$ cat src/verilog/clk_switch_consts.vh
// Constants for the CPU clock source switch controller.
// Assumes a 100 MHz controller clock and an 8-bit software address.
`ifndef CLK_SWITCH_CONSTS_VH
`define CLK_SWITCH_CONSTS_VH

// ==========================================================================
// Software register offsets
// ==========================================================================
`define REG_CMD 8'h00
`define REG_STATUS 8'h04
`define REG_FLAGS 8'h08

// ==========================================================================
// Field positions
// ==========================================================================
`define CMD_TARGET_LSB 0
`define CMD_AUTO_STOP 3
`define ST_BUSY 0
`define ST_DONE 1
`define ST_ERR_REFUSED 2
`define ST_ERR_TIMEOUT 3
`define ST_ERR_UNSTABLE 4
`define ST_CUR_LSB 8
`define ST_SEL_LSB 16
`define FL_FAST_STOP 0
`define FL_MAIN_STOP 1
`define FL_SUB_STOP 2
`define FL_MAIN_MODE 4
`define FL_MAIN_EXT 5
`define FL_SUB_MODE 6
`define FL_SUB_EXT 7

// ==========================================================================
// Source codes
// ==========================================================================
`define SRC_FAST 3'h0
`define SRC_MAIN_XTAL 3'h1
`define SRC_MAIN_EXT 3'h2
`define SRC_SUB_XTAL 3'h3
`define SRC_SUB_EXT 3'h4

// ==========================================================================
// Reset values of the device flags
// ==========================================================================
`define RST_FAST_STOP 1'b0
`define RST_MAIN_STOP 1'b1
`define RST_SUB_STOP 1'b1

// ==========================================================================
// Timing
// ==========================================================================
`define CLK_MHZ 100
`define T_XTAL_STAB_US 100
`define T_FAST_ACC_US 20
`define T_CONFIRM_US 5
`define XTAL_STAB_CYC (`T_XTAL_STAB_US * `CLK_MHZ)
`define FAST_ACC_CYC (`T_FAST_ACC_US * `CLK_MHZ)
`define CONFIRM_CYC (`T_CONFIRM_US * `CLK_MHZ)
`define TIMER_W 16

`endif

$ cat src/verilog/clk_switch_ctrl.v
// Controller that moves the CPU clock of an attached device between sources.
// Assumes the device pins come from another domain and software is on mclk.
//
// Contract
// RULE_01: Main crystal needs mode 1, external select 0, main stop 0 before selection.
// RULE_02: Switch to a crystal only once stable and its stabilization time elapsed.
// RULE_03: External main clock needs mode 1, external select 1, main stop 0.
// RULE_04: Sub crystal needs sub mode 1, sub external select 0, sub stop 0.
// RULE_05: Switch to sub crystal only once its oscillation is stable.
// RULE_06: External sub clock needs sub mode 1, sub external select 1, stop 0.
// RULE_07: Fast on-chip oscillator needs stop 0 and accuracy time elapsed first.
// RULE_08: Stop fast on-chip oscillator only after CPU is confirmed on another source.
// RULE_09: Stop main crystal only after CPU clock has confirmed leaving it.
// RULE_10: Disable external main input only after CPU clock confirmed leaving it.
// RULE_11: Direct change between main crystal and external main clock is refused.
// RULE_12: Device reports the current CPU source; used to confirm every switch.
`timescale 1ns/10ps
`default_nettype none
`include "clk_switch_consts.vh"

module clk_switch_ctrl #(
  parameter XTAL_STAB_CYCLES = `XTAL_STAB_CYC
) (
  input wire mclk,
  input wire resetn,
  input wire [7:0] addr,
  input wire [31:0] wdata,
  input wire wr_stb,
  input wire rd_stb,
  output reg [31:0] rdata,
  input wire [2:0] cur_src_pin,
  input wire main_osc_stable,
  input wire sub_osc_stable,
  output reg [2:0] cpu_src_sel,
  output reg main_osc_mode_select,
  output reg main_external_input_select,
  output reg main_clock_stop,
  output reg sub_osc_mode_select,
  output reg sub_external_input_select,
  output reg sub_clock_stop,
  output reg onchip_fast_osc_stop
);

  localparam [2:0] S_IDLE = 3'h0;
  localparam [2:0] S_ENABLE = 3'h1;
  localparam [2:0] S_WAIT = 3'h2;
  localparam [2:0] S_SWITCH = 3'h3;
  localparam [2:0] S_CONFIRM = 3'h4;
  localparam [2:0] S_STOP_OLD = 3'h5;

  // Counts are cut to the timer width on purpose; a stabilization wait
  // above 65535 cycles needs a wider timer.
  localparam [31:0] XTAL_FULL = XTAL_STAB_CYCLES;
  localparam [31:0] FAST_FULL = `FAST_ACC_CYC;
  localparam [31:0] CONF_FULL = `CONFIRM_CYC;
  localparam [`TIMER_W-1:0] XTAL_CNT = XTAL_FULL[`TIMER_W-1:0];
  localparam [`TIMER_W-1:0] FAST_CNT = FAST_FULL[`TIMER_W-1:0];
  localparam [`TIMER_W-1:0] CONF_CNT = CONF_FULL[`TIMER_W-1:0];

  // ========================================================================
  // Input synchronisers
  // ========================================================================
  wire [4:0] pin_in = {sub_osc_stable, main_osc_stable, cur_src_pin};
  reg [4:0] sync1_q;
  reg [4:0] sync2_q;
  genvar gi;
  generate
    for (gi = 0; gi < 5; gi = gi + 1) begin : g_sync
      always @(posedge mclk or negedge resetn) begin
        if (!resetn) begin
          sync1_q[gi] <= 1'b0;
          sync2_q[gi] <= 1'b0;
        end else begin
          sync1_q[gi] <= pin_in[gi];
          sync2_q[gi] <= sync1_q[gi];
        end
      end
    end
  endgenerate
  wire main_stable = sync2_q[3];
  wire sub_stable = sync2_q[4];

  // ========================================================================
  // Source report filter
  // ========================================================================
  // The source code crosses as three separately synchronised bits, so a
  // skewed change could show a false code for a cycle; a new code is only
  // taken once two successive synchronised samples agree.
  reg [2:0] cur_last_q;
  reg [2:0] cur_src_q;
  always @(posedge mclk or negedge resetn) begin
    if (!resetn) begin
      cur_last_q <= `SRC_FAST;
      cur_src_q <= `SRC_FAST;
    end else begin
      cur_last_q <= sync2_q[2:0];
      if (sync2_q[2:0] == cur_last_q) begin
        cur_src_q <= cur_last_q;
      end
    end
  end
  wire [2:0] cur_src = cur_src_q;

  // ========================================================================
  // Control state
  // ========================================================================
  reg [2:0] state_q;
  reg [2:0] target_q;
  reg [2:0] prev_q;
  reg auto_stop_q;
  reg done_q;
  reg err_refused_q;
  reg err_timeout_q;
  reg err_unstable_q;
  reg tmr_load;
  reg [`TIMER_W-1:0] tmr_count;
  wire tmr_expired;

  wire busy = (state_q != S_IDLE);
  wire cmd_wr = wr_stb && (addr == `REG_CMD);
  wire flags_wr = wr_stb && (addr == `REG_FLAGS);
  wire [2:0] cmd_target = wdata[`CMD_TARGET_LSB+2:`CMD_TARGET_LSB];

  function is_main;
    input [2:0] s;
    begin
      is_main = (s == `SRC_MAIN_XTAL) || (s == `SRC_MAIN_EXT);
    end
  endfunction

  function is_sub;
    input [2:0] s;
    begin
      is_sub = (s == `SRC_SUB_XTAL) || (s == `SRC_SUB_EXT);
    end
  endfunction

  // The main pair shares one input configuration, so no direct hop.
  wire cmd_bad = (cmd_target > `SRC_SUB_EXT) ||
                 (is_main(cmd_target) && is_main(cpu_src_sel) &&
                  cmd_target != cpu_src_sel); // RULE_11

  // A family is in use while either the report or the selection points at
  // it; its stop bit is then left alone.
  wire fast_in_use = (cur_src == `SRC_FAST) || (cpu_src_sel == `SRC_FAST);
  wire main_in_use = is_main(cur_src) || is_main(cpu_src_sel);
  wire sub_in_use = is_sub(cur_src) || is_sub(cpu_src_sel);

  wait_timer u_timer (
    .mclk(mclk),
    .resetn(resetn),
    .load(tmr_load),
    .count(tmr_count),
    .expired(tmr_expired)
  );

  // ========================================================================
  // Sequencer
  // ========================================================================
  // The timer is loaded on entry to the wait and to the confirm, so a report
  // that never follows the request ends in a timeout rather than a hang.
  always @* begin
    tmr_load = 1'b0;
    tmr_count = CONF_CNT;
    case (state_q)
      S_ENABLE: begin
        tmr_load = 1'b1;
        if (target_q == `SRC_MAIN_XTAL || target_q == `SRC_SUB_XTAL) begin
          tmr_count = XTAL_CNT; // RULE_02
        end else if (target_q == `SRC_FAST) begin
          tmr_count = FAST_CNT; // RULE_07
        end else begin
          tmr_count = {{(`TIMER_W-1){1'b0}}, 1'b1};
        end
      end
      S_SWITCH: begin
        tmr_load = 1'b1;
        tmr_count = CONF_CNT;
      end
      default: begin
        tmr_load = 1'b0;
      end
    endcase
  end

  always @(posedge mclk or negedge resetn) begin
    if (!resetn) begin
      state_q <= S_IDLE;
      target_q <= `SRC_FAST;
      prev_q <= `SRC_FAST;
      auto_stop_q <= 1'b0;
      done_q <= 1'b0;
      err_refused_q <= 1'b0;
      err_timeout_q <= 1'b0;
      err_unstable_q <= 1'b0;
      cpu_src_sel <= `SRC_FAST;
      main_osc_mode_select <= 1'b0;
      main_external_input_select <= 1'b0;
      main_clock_stop <= `RST_MAIN_STOP;
      sub_osc_mode_select <= 1'b0;
      sub_external_input_select <= 1'b0;
      sub_clock_stop <= `RST_SUB_STOP;
      onchip_fast_osc_stop <= `RST_FAST_STOP;
    end else begin
      case (state_q)
        S_IDLE: begin
          if (cmd_wr) begin
            done_q <= 1'b0;
            err_timeout_q <= 1'b0;
            err_unstable_q <= 1'b0;
            if (cmd_bad) begin
              err_refused_q <= 1'b1;
            end else begin
              err_refused_q <= 1'b0;
              target_q <= cmd_target;
              prev_q <= cpu_src_sel;
              auto_stop_q <= wdata[`CMD_AUTO_STOP];
              state_q <= S_ENABLE;
            end
          end else if (flags_wr) begin
            // Only a source that the CPU is confirmed not to run on is stopped.
            if (wdata[`FL_FAST_STOP] && !fast_in_use) begin
              onchip_fast_osc_stop <= 1'b1; // RULE_08
            end
            if (wdata[`FL_MAIN_STOP] && !main_in_use) begin
              main_clock_stop <= 1'b1; // RULE_09 RULE_10
            end
            if (wdata[`FL_SUB_STOP] && !sub_in_use) begin
              sub_clock_stop <= 1'b1;
            end
          end
        end
        S_ENABLE: begin
          case (target_q)
            `SRC_FAST: begin
              onchip_fast_osc_stop <= 1'b0; // RULE_07
            end
            `SRC_MAIN_XTAL: begin
              main_osc_mode_select <= 1'b1; // RULE_01
              main_external_input_select <= 1'b0;
              main_clock_stop <= 1'b0;
            end
            `SRC_MAIN_EXT: begin
              main_osc_mode_select <= 1'b1; // RULE_03
              main_external_input_select <= 1'b1;
              main_clock_stop <= 1'b0;
            end
            `SRC_SUB_XTAL: begin
              sub_osc_mode_select <= 1'b1; // RULE_04
              sub_external_input_select <= 1'b0;
              sub_clock_stop <= 1'b0;
            end
            default: begin
              sub_osc_mode_select <= 1'b1; // RULE_06
              sub_external_input_select <= 1'b1;
              sub_clock_stop <= 1'b0;
            end
          endcase
          state_q <= S_WAIT;
        end
        S_WAIT: begin
          // Stability is sampled once at the end of the wait; a later loss is
          // left to the confirm timeout.
          if (tmr_expired) begin
            if (target_q == `SRC_MAIN_XTAL && !main_stable) begin
              err_unstable_q <= 1'b1; // RULE_02
              state_q <= S_IDLE;
            end else if (target_q == `SRC_SUB_XTAL && !sub_stable) begin
              err_unstable_q <= 1'b1; // RULE_05
              state_q <= S_IDLE;
            end else begin
              state_q <= S_SWITCH;
            end
          end
        end
        S_SWITCH: begin
          cpu_src_sel <= target_q;
          state_q <= S_CONFIRM;
        end
        S_CONFIRM: begin
          if (cur_src == target_q) begin
            state_q <= auto_stop_q ? S_STOP_OLD : S_IDLE; // RULE_12
            done_q <= !auto_stop_q;
          end else if (tmr_expired) begin
            err_timeout_q <= 1'b1;
            state_q <= S_IDLE;
          end
        end
        S_STOP_OLD: begin
          // The previous source is stopped only after the switch is confirmed.
          if (prev_q == `SRC_FAST && target_q != `SRC_FAST) begin
            onchip_fast_osc_stop <= 1'b1; // RULE_08
          end else if (is_main(prev_q) && !is_main(target_q)) begin
            main_clock_stop <= 1'b1; // RULE_09 RULE_10
          end else if (is_sub(prev_q) && !is_sub(target_q)) begin
            sub_clock_stop <= 1'b1;
          end
          done_q <= 1'b1;
          state_q <= S_IDLE;
        end
        default: begin
          state_q <= S_IDLE;
        end
      endcase
      // A command written while a switch runs is dropped and flagged.
      if (busy && cmd_wr) begin
        err_refused_q <= 1'b1;
      end
    end
  end

  // ========================================================================
  // Read port
  // ========================================================================
  always @(posedge mclk or negedge resetn) begin
    if (!resetn) begin
      rdata <= 32'h00000000;
    end else if (rd_stb) begin
      case (addr)
        `REG_CMD: begin
          rdata <= {28'h0000000, auto_stop_q, target_q};
        end
        `REG_STATUS: begin
          rdata <= {13'h0000, cpu_src_sel, 5'h00, cur_src, 3'h0,
                    err_unstable_q, err_timeout_q, err_refused_q, done_q, busy}; // RULE_12
        end
        `REG_FLAGS: begin
          rdata <= {24'h000000, sub_external_input_select, sub_osc_mode_select,
                    main_external_input_select, main_osc_mode_select, 1'b0,
                    sub_clock_stop, main_clock_stop, onchip_fast_osc_stop};
        end
        default: begin
          rdata <= 32'h00000000;
        end
      endcase
    end else begin
      rdata <= 32'h00000000;
    end
  end

endmodule
`default_nettype wire

$ cat src/verilog/wait_timer.v
// Down counter that signals when a loaded cycle count has run out.
// Assumes load is a single-cycle pulse from logic on the same clock.
`timescale 1ns/10ps
`default_nettype none
`include "clk_switch_consts.vh"

module wait_timer (
  input wire mclk,
  input wire resetn,
  input wire load,
  input wire [`TIMER_W-1:0] count,
  output wire expired
);

  reg [`TIMER_W-1:0] cnt_q;
  reg run_q;

  // ========================================================================
  // Counter
  // ========================================================================
  always @(posedge mclk or negedge resetn) begin
    if (!resetn) begin
      cnt_q <= {`TIMER_W{1'b0}};
      run_q <= 1'b0;
    end else if (load) begin
      cnt_q <= count;
      run_q <= 1'b1;
    end else if (run_q && cnt_q != {`TIMER_W{1'b0}}) begin
      cnt_q <= cnt_q - {{(`TIMER_W-1){1'b0}}, 1'b1};
    end
  end

  // Expired stays high from the end of a count until the next load.
  assign expired = run_q && !load && (cnt_q == {`TIMER_W{1'b0}});

endmodule
`default_nettype wire

$ cat config.mk
export PLATFORM = sky130hd
export DESIGN_NAME = clk_switch_ctrl
export DESIGN_NICKNAME = d
export VERILOG_FILES = /design/src/verilog/clk_switch_ctrl.v /design/src/verilog/wait_timer.v
export VERILOG_INCLUDE_DIRS = /design/src /design/src/verilog
export SDC_FILE = /design/constraint.sdc
export NUM_CORES = 1
export LEC_CHECK = 0
export BUFFER_PORTS_ARGS = -buffer_cell sky130_fd_sc_hd__buf_2
export CORE_MARGIN = 3
export CORE_UTILIZATION = 55
export DETAILED_ROUTE_END_ITERATION = 16
export GPL_TIMING_DRIVEN = 0
export PLACE_DENSITY = 0.82
export SYNTH_ARGS = -nofsm -noshare
export SYNTH_HDL_FRONTEND = slang
export SYNTH_SLANG_ARGS = --single-unit
$ cat constraint.sdc
create_clock -name mclk -period 4.7 [get_ports mclk]
set_input_delay 0.94 -clock mclk [delete_from_list [all_inputs] [get_ports mclk]]
set_output_delay 0.94 -clock mclk [all_outputs]
set_load 0.01 [all_outputs]
==> results of run 1 <==
-- power breakdown --
| group | switching [mW] | total [mW] | leakage, nW | internal [mW] |
|---|---|---|---|---|
| logic | 0.240 | 0.393 | 0.897 | 0.153 |
| clock network | 0.222 | 0.531 | 0.109 | 0.309 |
| registers | 0.0827 | 0.774 | 0.913 | 0.692 |
| total | 0.545 | 1.70 | 1.92 | 1.15 |
-- routing by layer --
metal / part of all wire [%] / vias to the layer above / GRT usage, %
li1: - / 1387 / -
met1: 42 / 1437 / 30.07
met2: 48 / 149 / 37.48
met3: 7.6 / 24 / 4.848
met4: 2.4 / 0 / 9.207
met5: 0 / - / 0
-- layout make-up --
class                           instances  area, um^2
Clock buffer                           11       141.4
Inverter                                7       26.28
Clock inverter                          4       70.07
Multi-Input combinational cell        258        1598
Timing Repair Buffer                   43       217.7
Buffer                                 38       219.0
Sequential cell                        71        1779
Fill cell                             472        1951
Tap cell                               75       93.84
-- through the flow --
step	cell area (um^2)	hold WS, ps
global route	4145	368.4
detailed placement	3934	341.1
CTS	4145	357.2
floorplan	3622	331.2
finish	4145	352.8
global placement	3931	333.6
-- worst paths after layout --
check / start / endpoint / cells past startpoint
hold reg to reg: sync1_q[2] / sync2_q[2] / 0
setup reg to reg: u_timer.cnt_q[0] / u_timer.cnt_q[13] / 7
max in group asynchronous: resetn / u_timer.cnt_q[11] / 1
hold / removal: sync1_q[2] / sync2_q[2] / 0
setup / recovery: addr[2] / target_q[0] / 7
min in group asynchronous: resetn / rdata[16] / 1
-- worst register-to-register path: cells and delay by family (launching register included) --
kind | cells | cell delay (ps)
and+or+nand+nor | 3 | 1190
AOI/OAI and AO/OA | 2 | 690
DFF | 1 | 420
adders and majority gates | 1 | 180
buffers and inverters | 1 | 70
-- kinds of logic after synthesis --
family                   after synthesis  share of synthesized area [%]
AO/OA/AOI/OAI                         73                          13.92
XOR/XNOR                              16                          3.938
adder cells (fa/ha/maj)                1                         0.3516
buffers and inverters                 45                          6.892
flip-flops                            71                          50.00
multiplexers                          17                          5.239
other                                  1                         0.1054
AND/OR/NAND/NOR                      133                          19.55
-- state kept, by name, indices dropped and copies added, names as in the netlist, 3 cells and up --
signal,flops
target_q,3
u_timer.cnt_q,16
cur_last_q,3
prev_q,3
state_q,3
cur_src,3
cpu_src_sel,3
sync2_q,3
rdata,14
sync1_q,5
-- placed cells by master, fill, tap and decap left out, types with 15 or more instances in the layout --
cell,Yosys,layout
nand2_1,22,22
buf_2,1,43
buf_4,18,19
conb_1,1,18
a21oi_1,19,19
dfrtp_1,69,69
nor2_1,41,41
clkbuf_1,18,19
o21ai_0,15,15
==> impl_metrics.json, run 1 <==
{
  "seq_area_frac_synth_pct": 50.00,
  "powerDensity_nw_per_um2": 409.8,
  "dp_hpwl_um": 5645,
  "drc_errors": 0,
  "r2r_slack_ps": 2040,
  "rows": 28,
  "drt-initial-drc-count": 414,
  "ys_ff_latch": 71,
  "final.setup_skew_ps": 6.646,
  "path_buf_inv": 2,
  "die_x_um": 86.44,
  "cp_slowest_cell": "nor4b_1",
  "dp.cells": 492,
  "cts_sinks": 71,
  "initial_core_util_pct": 58.37,
  "arrival_ps": 3170,
  "finalCritPeriodShare_pct": 62.59,
  "track_usage_pct": 23.01,
  "setup-tns-final_ps": 0,
  "die_area_um2": 7471,
  "die_y_um": 86.44,
  "wl_per_cell_um": 16.10,
  "yosysWarningCount": 0,
  "synth_edf_count": 0,
  "grt_pass1_wl_um": 13430,
  "grt_max_degree": 72,
  "yosysUniqueCellTypes": 59,
  "maxSlewViolCount": 0,
  "period_minus_slack_ps": 2942,
  "yosysMostFrequentCell": "dfrtp_1",
  "yosys-top-cells-area": "dfrtp_1 (49%), nor2_1 (4.3%), mux2_2 (4.1%), buf_4 (3.8%), a21oi_1 (2.7%)",
  "cpPeakStageDelay_ps": 630,
  "drtAntennaViolNets": 0,
  "synthDominantCellAreaShare_pct": 48.52,
  "clk_pin_slew_ps": 70,
  "antenna_found_initial": 0,
  "cts_setup_buffers": 0,
  "core_um2": 6096,
  "power_mw": 1.699,
  "ctsHoldBuffers": 0,
  "grt_pass1_vias": 2795,
  "drt-total-wl_um": 8164,
  "tightest_slew_ps": 866.0,
  "antenna_cells": 0,
  "cts_max_level": 3,
  "gp_congestion": 0.9044,
  "instances_no_fill": 507,
  "drive_gt1_share_pct": 22.69,
  "clk_path_buf_depth": 2,
  "dpl_worst_slack_ps": 1438,
  "worst_slack_ps": 1758,
  "grt.overflow.total": 0,
  "dr.pass1.iters": 6,
  "endpoint_kind": "flip-flop",
  "cp-start-kind": "input port",
  "vias": 2997,
  "clk_latency_ps": 350,
  "synth_largest_area_cell": "dfrtp_1",
  "critPathTopFamily": "simple AND/OR/NAND/NOR gates",
  "ios": 91,
  "rsz0062_at_grt": "false",
  "worst-path-max-fanout": 9,
  "synth_cells": 357,
  "path_cells": "clkbuf_1 -> nor4b_1 -> nand2_1 -> nor2_1 -> and4_1 -> buf_2 -> mux2_2",
  "hold_viol": 0,
  "p_leak_nw": 1.919,
  "setup_viol": 0,
  "status": "finished clean",
  "root_buffer": "clkbuf_8",
  "synth_flop_cell": "dfrtp_1",
  "area_delta_synth_final_pct": 16.49,
  "routed_via_density": 5.911,
  "hold_path.class": "flip-flop to flip-flop",
  "async_flop_share_pct": 100.0,
  "synthTopCellsByCount": "dfrtp_1 (69), nor2_1 (41), nand2_1 (22), a21oi_1 (19)",
  "fin_nets": 478,
  "avgSynthCellArea_um2": 9.968,
  "maxSlewHeadroom_pct": 42.26,
  "max-cap-violations": 0,
  "cts_tree": "built",
  "cts_buffers": 9,
  "cts-resized-gates": 0,
  "ir_drop_v": 0.0002446,
  "path_class": "input port to flip-flop",
  "fmax_mhz": 339.9,
  "port_buffers": 43,
  "cp.required_ps": 4930,
  "syn-cell-area_um2": 3558,
  "fin_util_pct": 68.00
}
Power figures use the tool's default switching activity.
==> run 2, diff against run 1 <==
Settings changed: CORE_UTILIZATION 55 to 48, PLACE_DENSITY 0.82 to 0.76.
Clock period 4.7 ns to 2.6 ns, I/O delays scaled along.
==> run 2 against run 1 <==
  * First-iteration DRC count shrank 48%
  * Worst hold slack lost 63 ps
  * Clock skew grew 1.4 ps
  * Sequential power grew 81%
  * Setup slack lost 1600 ps
  * Global-route usage shrank 3.6 points
  * Critical path depth is the same
  * Design area grew 0.27%
  * Die area grew 14%
  * Via count shrank 1.5%
  * Final cell count grew 4.3%
  * Core utilization shrank 8.5 points
  * Largest cell class unchanged
==> impl_metrics.json, run 2 (same netlist as run 1, synthesis figures left out) <==
{
  "grt.overflow.total": 0,
  "port_buffers": 43,
  "root_buffer": "clkbuf_8",
  "drt-total-wl_um": 7954,
  "area_delta_synth_final_pct": 16.81,
  "ctsHoldBuffers": 0,
  "drt-initial-drc-count": 217,
  "endpoint_kind": "flip-flop",
  "seq_area_um2": 1779,
  "routed_via_density": 5.578,
  "tightest_slew_ps": 862.1,
  "grt_max_degree": 72,
  "die_x_um": 92.10,
  "drc_errors": 0,
  "cts_buffers": 9,
  "fin_hold_ws_ps": 289.8,
  "clk_pin_slew_ps": 80,
  "cts_max_level": 3,
  "hold_viol": 0,
  "r2r_slack_ps": 150,
  "wl_per_cell_um": 15.04,
  "finalCritPeriodShare_pct": 94.42,
  "regMostFlops": "u_timer.cnt_q",
  "clk_latency_ps": 340,
  "final_cell_mix": "dfrtp_1 (69), buf_2 (43), nor2_1 (41), nand2_1 (22)",
  "antenna_cells": 0,
  "maxSlewHeadroom_pct": 42.53,
  "final.setup_skew_ps": 8.053,
  "rsz0062_at_grt": "false",
  "powerDensity_nw_per_um2": 700.2,
  "cp_slowest_cell": "or4_4",
  "path_cells": "inv_1 -> ha_1 -> or3b_4 -> or4_4 -> buf_6 -> or4_1 -> a21oi_1",
  "max-cap-violations": 0,
  "fmax_mhz": 407.3,
  "fin_nets": 478,
  "dr.pass1.iters": 5,
  "period_minus_slack_ps": 2455,
  "core_um2": 6982,
  "drtAntennaViolNets": 0,
  "antenna_found_initial": 0,
  "drive_gt1_share_pct": 23.56,
  "cp.required_ps": 2870,
  "p_leak_nw": 1.901,
  "cpPeakStageDelay_ps": 510,
  "status": "finished clean",
  "track_usage_pct": 19.39,
  "cts_setup_buffers": 0,
  "gp_congestion": 0.9225,
  "maxSlewViolCount": 0,
  "vias": 2951,
  "cp-start-kind": "flip-flop",
  "setup_viol": 0,
  "ios": 91,
  "grt_pass1_wl_um": 13140,
  "final_common_cell": "dfrtp_1",
  "die_area_um2": 8482,
  "dpl_cell_area_um2": 3960,
  "grt_pass1_vias": 2806,
  "ir_drop_v": 0.0003188,
  "die_y_um": 92.10,
  "dp_hpwl_um": 5737,
  "arrival_ps": 2720,
  "hold_path.class": "input port to flip-flop",
  "path_buf_inv": 2,
  "clk_path_buf_depth": 2,
  "nFillCells": 596,
  "final_area_um2": 4156,
  "path_class": "flip-flop to flip-flop",
  "reg_top3": "u_timer.cnt_q: 16 flops, rdata: 14 flops, sync1_q: 5 flops",
  "cts_tree": "built",
  "critPathTopFamily": "simple AND/OR/NAND/NOR gates",
  "cts_sinks": 71,
  "rows": 30,
  "largest_reg_flops": 16,
  "initial_core_util_pct": 50.97,
  "multi_input_area_um2": 1610,
  "worst-path-max-fanout": 10
}
-- run 2: cell count changes in the layout (fill, tap and decap cells not counted) --
| cell | previous run | this run |
|---|---|---|
| clkinvlp_4 | 0 | 3 |
| bufinv_16 | 2 | 0 |
| clkbuf_1 | 19 | 18 |
| clkbuf_8 | 10 | 11 |
| nor4b_1 | 1 | 0 |
| nor4b_2 | 0 | 1 |
| o21ai_1 | 1 | 0 |
| o21ai_2 | 0 | 1 |
| or3b_2 | 2 | 1 |
| or3b_4 | 0 | 1 |
-- run 2: worst register-to-register path, cell delays in order, from the launching register on --
cell     delay (ps)
dfrtp_1         420
inv_1            80
ha_1            180
or3b_4          420
or4_4           510
buf_6           170
or4_1           470
a21oi_1         150
-- run 2: cell type report --
cell class / count / share of cell area, %
Clock inverter: 5 / 0.7827
Timing Repair Buffer: 43 / 5.238
Clock buffer: 11 / 3.642
Multi-Input combinational cell: 258 / 38.74
Buffer: 38 / 5.268
Tap cell: 96 / 2.890
Sequential cell: 71 / 42.81
Inverter: 7 / 0.6321
-- run 2: path summary, 6_finish.rpt --
path,cells past startpoint,from,endpoint
worst max-delay path,7,u_timer.cnt_q[0],u_timer.cnt_q[14]
worst min-delay path,1,cur_src_pin[2],sync1_q[2]
max in group asynchronous,1,resetn,u_timer.cnt_q[5]
worst max register to register,7,u_timer.cnt_q[0],u_timer.cnt_q[14]
min in group asynchronous,1,resetn,state_q[1]
worst min register to register,0,sync1_q[3],main_stable
-- run 2: routing by layer --
metal	vias up	track usage [%]	wire, um
li1	1384	-	-
met1	1411	24.28	3281
met2	133	31.57	3852
met3	23	5.414	625
met4	0	8.045	194
met5	-	0	0
-- run 2: stage by stage --
| step | cells | utilization [%] | TNS [ps] | power [mW] | worst slack, ps |
|---|---|---|---|---|---|
| after CTS | 529 | 59.41 | 0 | 2.914 | 48.59 |
| after floorplan | 374 | - | 0 | 1.893 | 218.9 |
| after global routing | 529 | 59.53 | 0 | 3.076 | 55.21 |
| after global placement | 513 | 56.68 | -1263 | 2.071 | -195.6 |
| after detailed placement | 513 | 56.72 | -1475 | 2.104 | -217.2 |
| final | 529 | 59.53 | 0 | 2.910 | 145.0 |
-- run 2: timing repair --
action,4_1_cts,5_1_grt
resized for setup,1,2
pin swaps,0,1
endpoints found under the setup margin,1,13
-- run 2: where the power goes --
part	internal (mW)	total, mW	switching, mW
Combinational	0.283	0.713	0.430
Sequential	1.25	1.40	0.151
Clock	0.394	0.797	0.402
Total	1.93	2.91	0.983
==> run 3, diff against run 2 <==
Settings changed: CELL_PAD_IN_SITES_DETAIL_PLACEMENT from default to 0, CELL_PAD_IN_SITES_GLOBAL_PLACEMENT from default to 1, CORE_UTILIZATION 48 to 38, CTS_BUF_LIST from default to sky130_fd_sc_hd__clkbuf_4, PLACE_DENSITY 0.76 to default, PLACE_DENSITY_LB_ADDON from default to 0.1.
==> run 3 against run 2 <==
  * Power shrank 7.5%
  * Setup slack lost 5.5 ps
  * Count of clock-buffer cells in the layout is the same
  * Via count shrank 4.5%
  * Wire length grew 8.4%
  * Design area shrank 1.1%
  * Sequential power is essentially flat
  * Critical path depth is the same
  * Clock skew grew 6.2 ps
==> impl_metrics.json, run 3 (same netlist as run 1, synthesis figures left out) <==
{
  "worst_slack_ps": 139.5,
  "hold_viol": 0,
  "cts_tree": "built",
  "clk_latency_ps": 410,
  "fin_hold_ws_ps": 26.25,
  "status": "finished clean",
  "endpoint_kind": "flip-flop",
  "vias": 2818,
  "max-cap-violations": 0,
  "cp.required_ps": 2940,
  "clk_pin_slew_ps": 120,
  "instances_no_fill": 541,
  "final_cell_mix": "dfrtp_1 (69), buf_2 (43), nor2_1 (41), nand2_1 (22), buf_4 (20)",
  "dp.cells": 526,
  "clk_path_buf_depth": 2,
  "gp_congestion": 0.8473,
  "wl_per_cell_um": 15.93,
  "antenna_found_initial": 0,
  "dpl_worst_slack_ps": -250.5,
  "dp_hpwl_um": 6189,
  "drive_gt1_share_pct": 23.09,
  "grt_pass1_wl_um": 14260,
  "setup_viol": 0,
  "maxSlewHeadroom_pct": 45.44,
  "regMostFlops": "u_timer.cnt_q",
  "die_x_um": 102.8,
  "setup-tns-final_ps": 0,
  "area_delta_synth_final_pct": 15.51,
  "track_usage_pct": 17.64,
  "fin_nets": 480,
  "cp-start-kind": "flip-flop",
  "port_buffers": 43,
  "drt-total-wl_um": 8619,
  "antenna_cells": 0,
  "final.setup_skew_ps": 14.28,
  "powerDensity_nw_per_um2": 655.0,
  "arrival_ps": 2800,
  "finalCritPeriodShare_pct": 94.63,
  "path_class": "flip-flop to flip-flop",
  "p_leak_nw": 1.884,
  "routed_via_density": 5.209,
  "die_area_um2": 10560,
  "final_common_cell": "dfrtp_1",
  "power_mw": 2.692,
  "drt-initial-drc-count": 93,
  "die_y_um": 102.8,
  "r2r_slack_ps": 140,
  "core_um2": 8891,
  "maxSlewViolCount": 0,
  "root_buffer": "clkbuf_4",
  "reg_top3": "u_timer.cnt_q: 16 flops, rdata: 14 flops, sync1_q: 5 flops",
  "initial_core_util_pct": 40.02,
  "ir_drop_v": 0.0004087,
  "fmax_mhz": 406.4,
  "rows": 34,
  "hold_path.class": "input port to asynchronous set/reset pin",
  "rsz0062_at_grt": "false",
  "tightest_slew_ps": 812.1,
  "grt_pass1_vias": 2733,
  "grt.overflow.total": 0,
  "cts_max_level": 3,
  "dr.pass1.iters": 4,
  "period_minus_slack_ps": 2460,
  "drtAntennaViolNets": 0,
  "grt_max_degree": 41,
  "ctsHoldBuffers": 0,
  "cts_buffers": 9,
  "worst-path-max-fanout": 10,
  "ios": 91,
  "cts_sinks": 71,
  "largest_reg_flops": 16,
  "drc_errors": 0
}
-- run 3: cell count changes in the layout (fill, tap and decap cells not counted), sizes merged --
| cell | delta |
|---|---|
| buf | +2 |
| clkinv | +1 |
| clkinvlp | -3 |
-- run 3: repair_timing --
item / CTS / global route
pin swaps: 0 / 0
gates resized for setup: 1 / 2
buffers inserted: 0 / 1
setup endpoints to repair: 3 / 7
-- run 3: area by class of cell --
type	instances	area (um^2)
fill	865	4781
sequential	71	1779
multi-input combinational	258	1610
timing repair buffer	45	245.2
buffer	38	219.0
tap	108	135.1
clock buffer	11	82.58
inverter	7	26.28
clock inverter	3	12.51
-- run 3: layer usage --
metal	global-route usage (%)	wire (um)	part of all wire [%]	vias up
li1	-	-	-	1392
met1	23.48	3950	46	1350
met2	28.20	4133	48	69
met3	3.315	441	5.1	7
met4	7.570	93	1.1	0
met5	0	0	0	-
-- run 3: critical path, cell delays in order (launching register included) --
cell     delay (ps)
dfrtp_1         440
inv_1            80
ha_1            180
or3b_4          420
or4_4           510
buf_6           160
or4_1           460
a21oi_1         150
-- run 3: path summary, 6_finish.rpt --
path / startpoint / endpoint / cells past startpoint
setup / recovery: u_timer.cnt_q[0] / u_timer.cnt_q[14] / 7
hold reg to reg: sync1_q[1] / sync2_q[1] / 0
hold / removal: resetn / rdata[16] / 1
min in group mclk: sub_osc_stable / sync1_q[4] / 1
max in group asynchronous: resetn / main_clock_stop / 2
setup reg to reg: u_timer.cnt_q[0] / u_timer.cnt_q[14] / 7
-- run 3: stage by stage --
stage | cell area [um^2] | util [%]
5_1_grt | 4110 | 46.23
2_1_floorplan | 3622 | -
3_3_place_gp | 3973 | 44.68
6_report | 4110 | 46.23
4_1_cts | 4094 | 46.05
3_5_place_dp | 3995 | 44.93
-- run 3: power breakdown --
group	switching [mW]	leakage [nW]	total [mW]	internal [mW]
clock network	0.367	0.0577	0.568	0.201
registers	0.146	0.913	1.39	1.25
logic	0.436	0.914	0.730	0.294
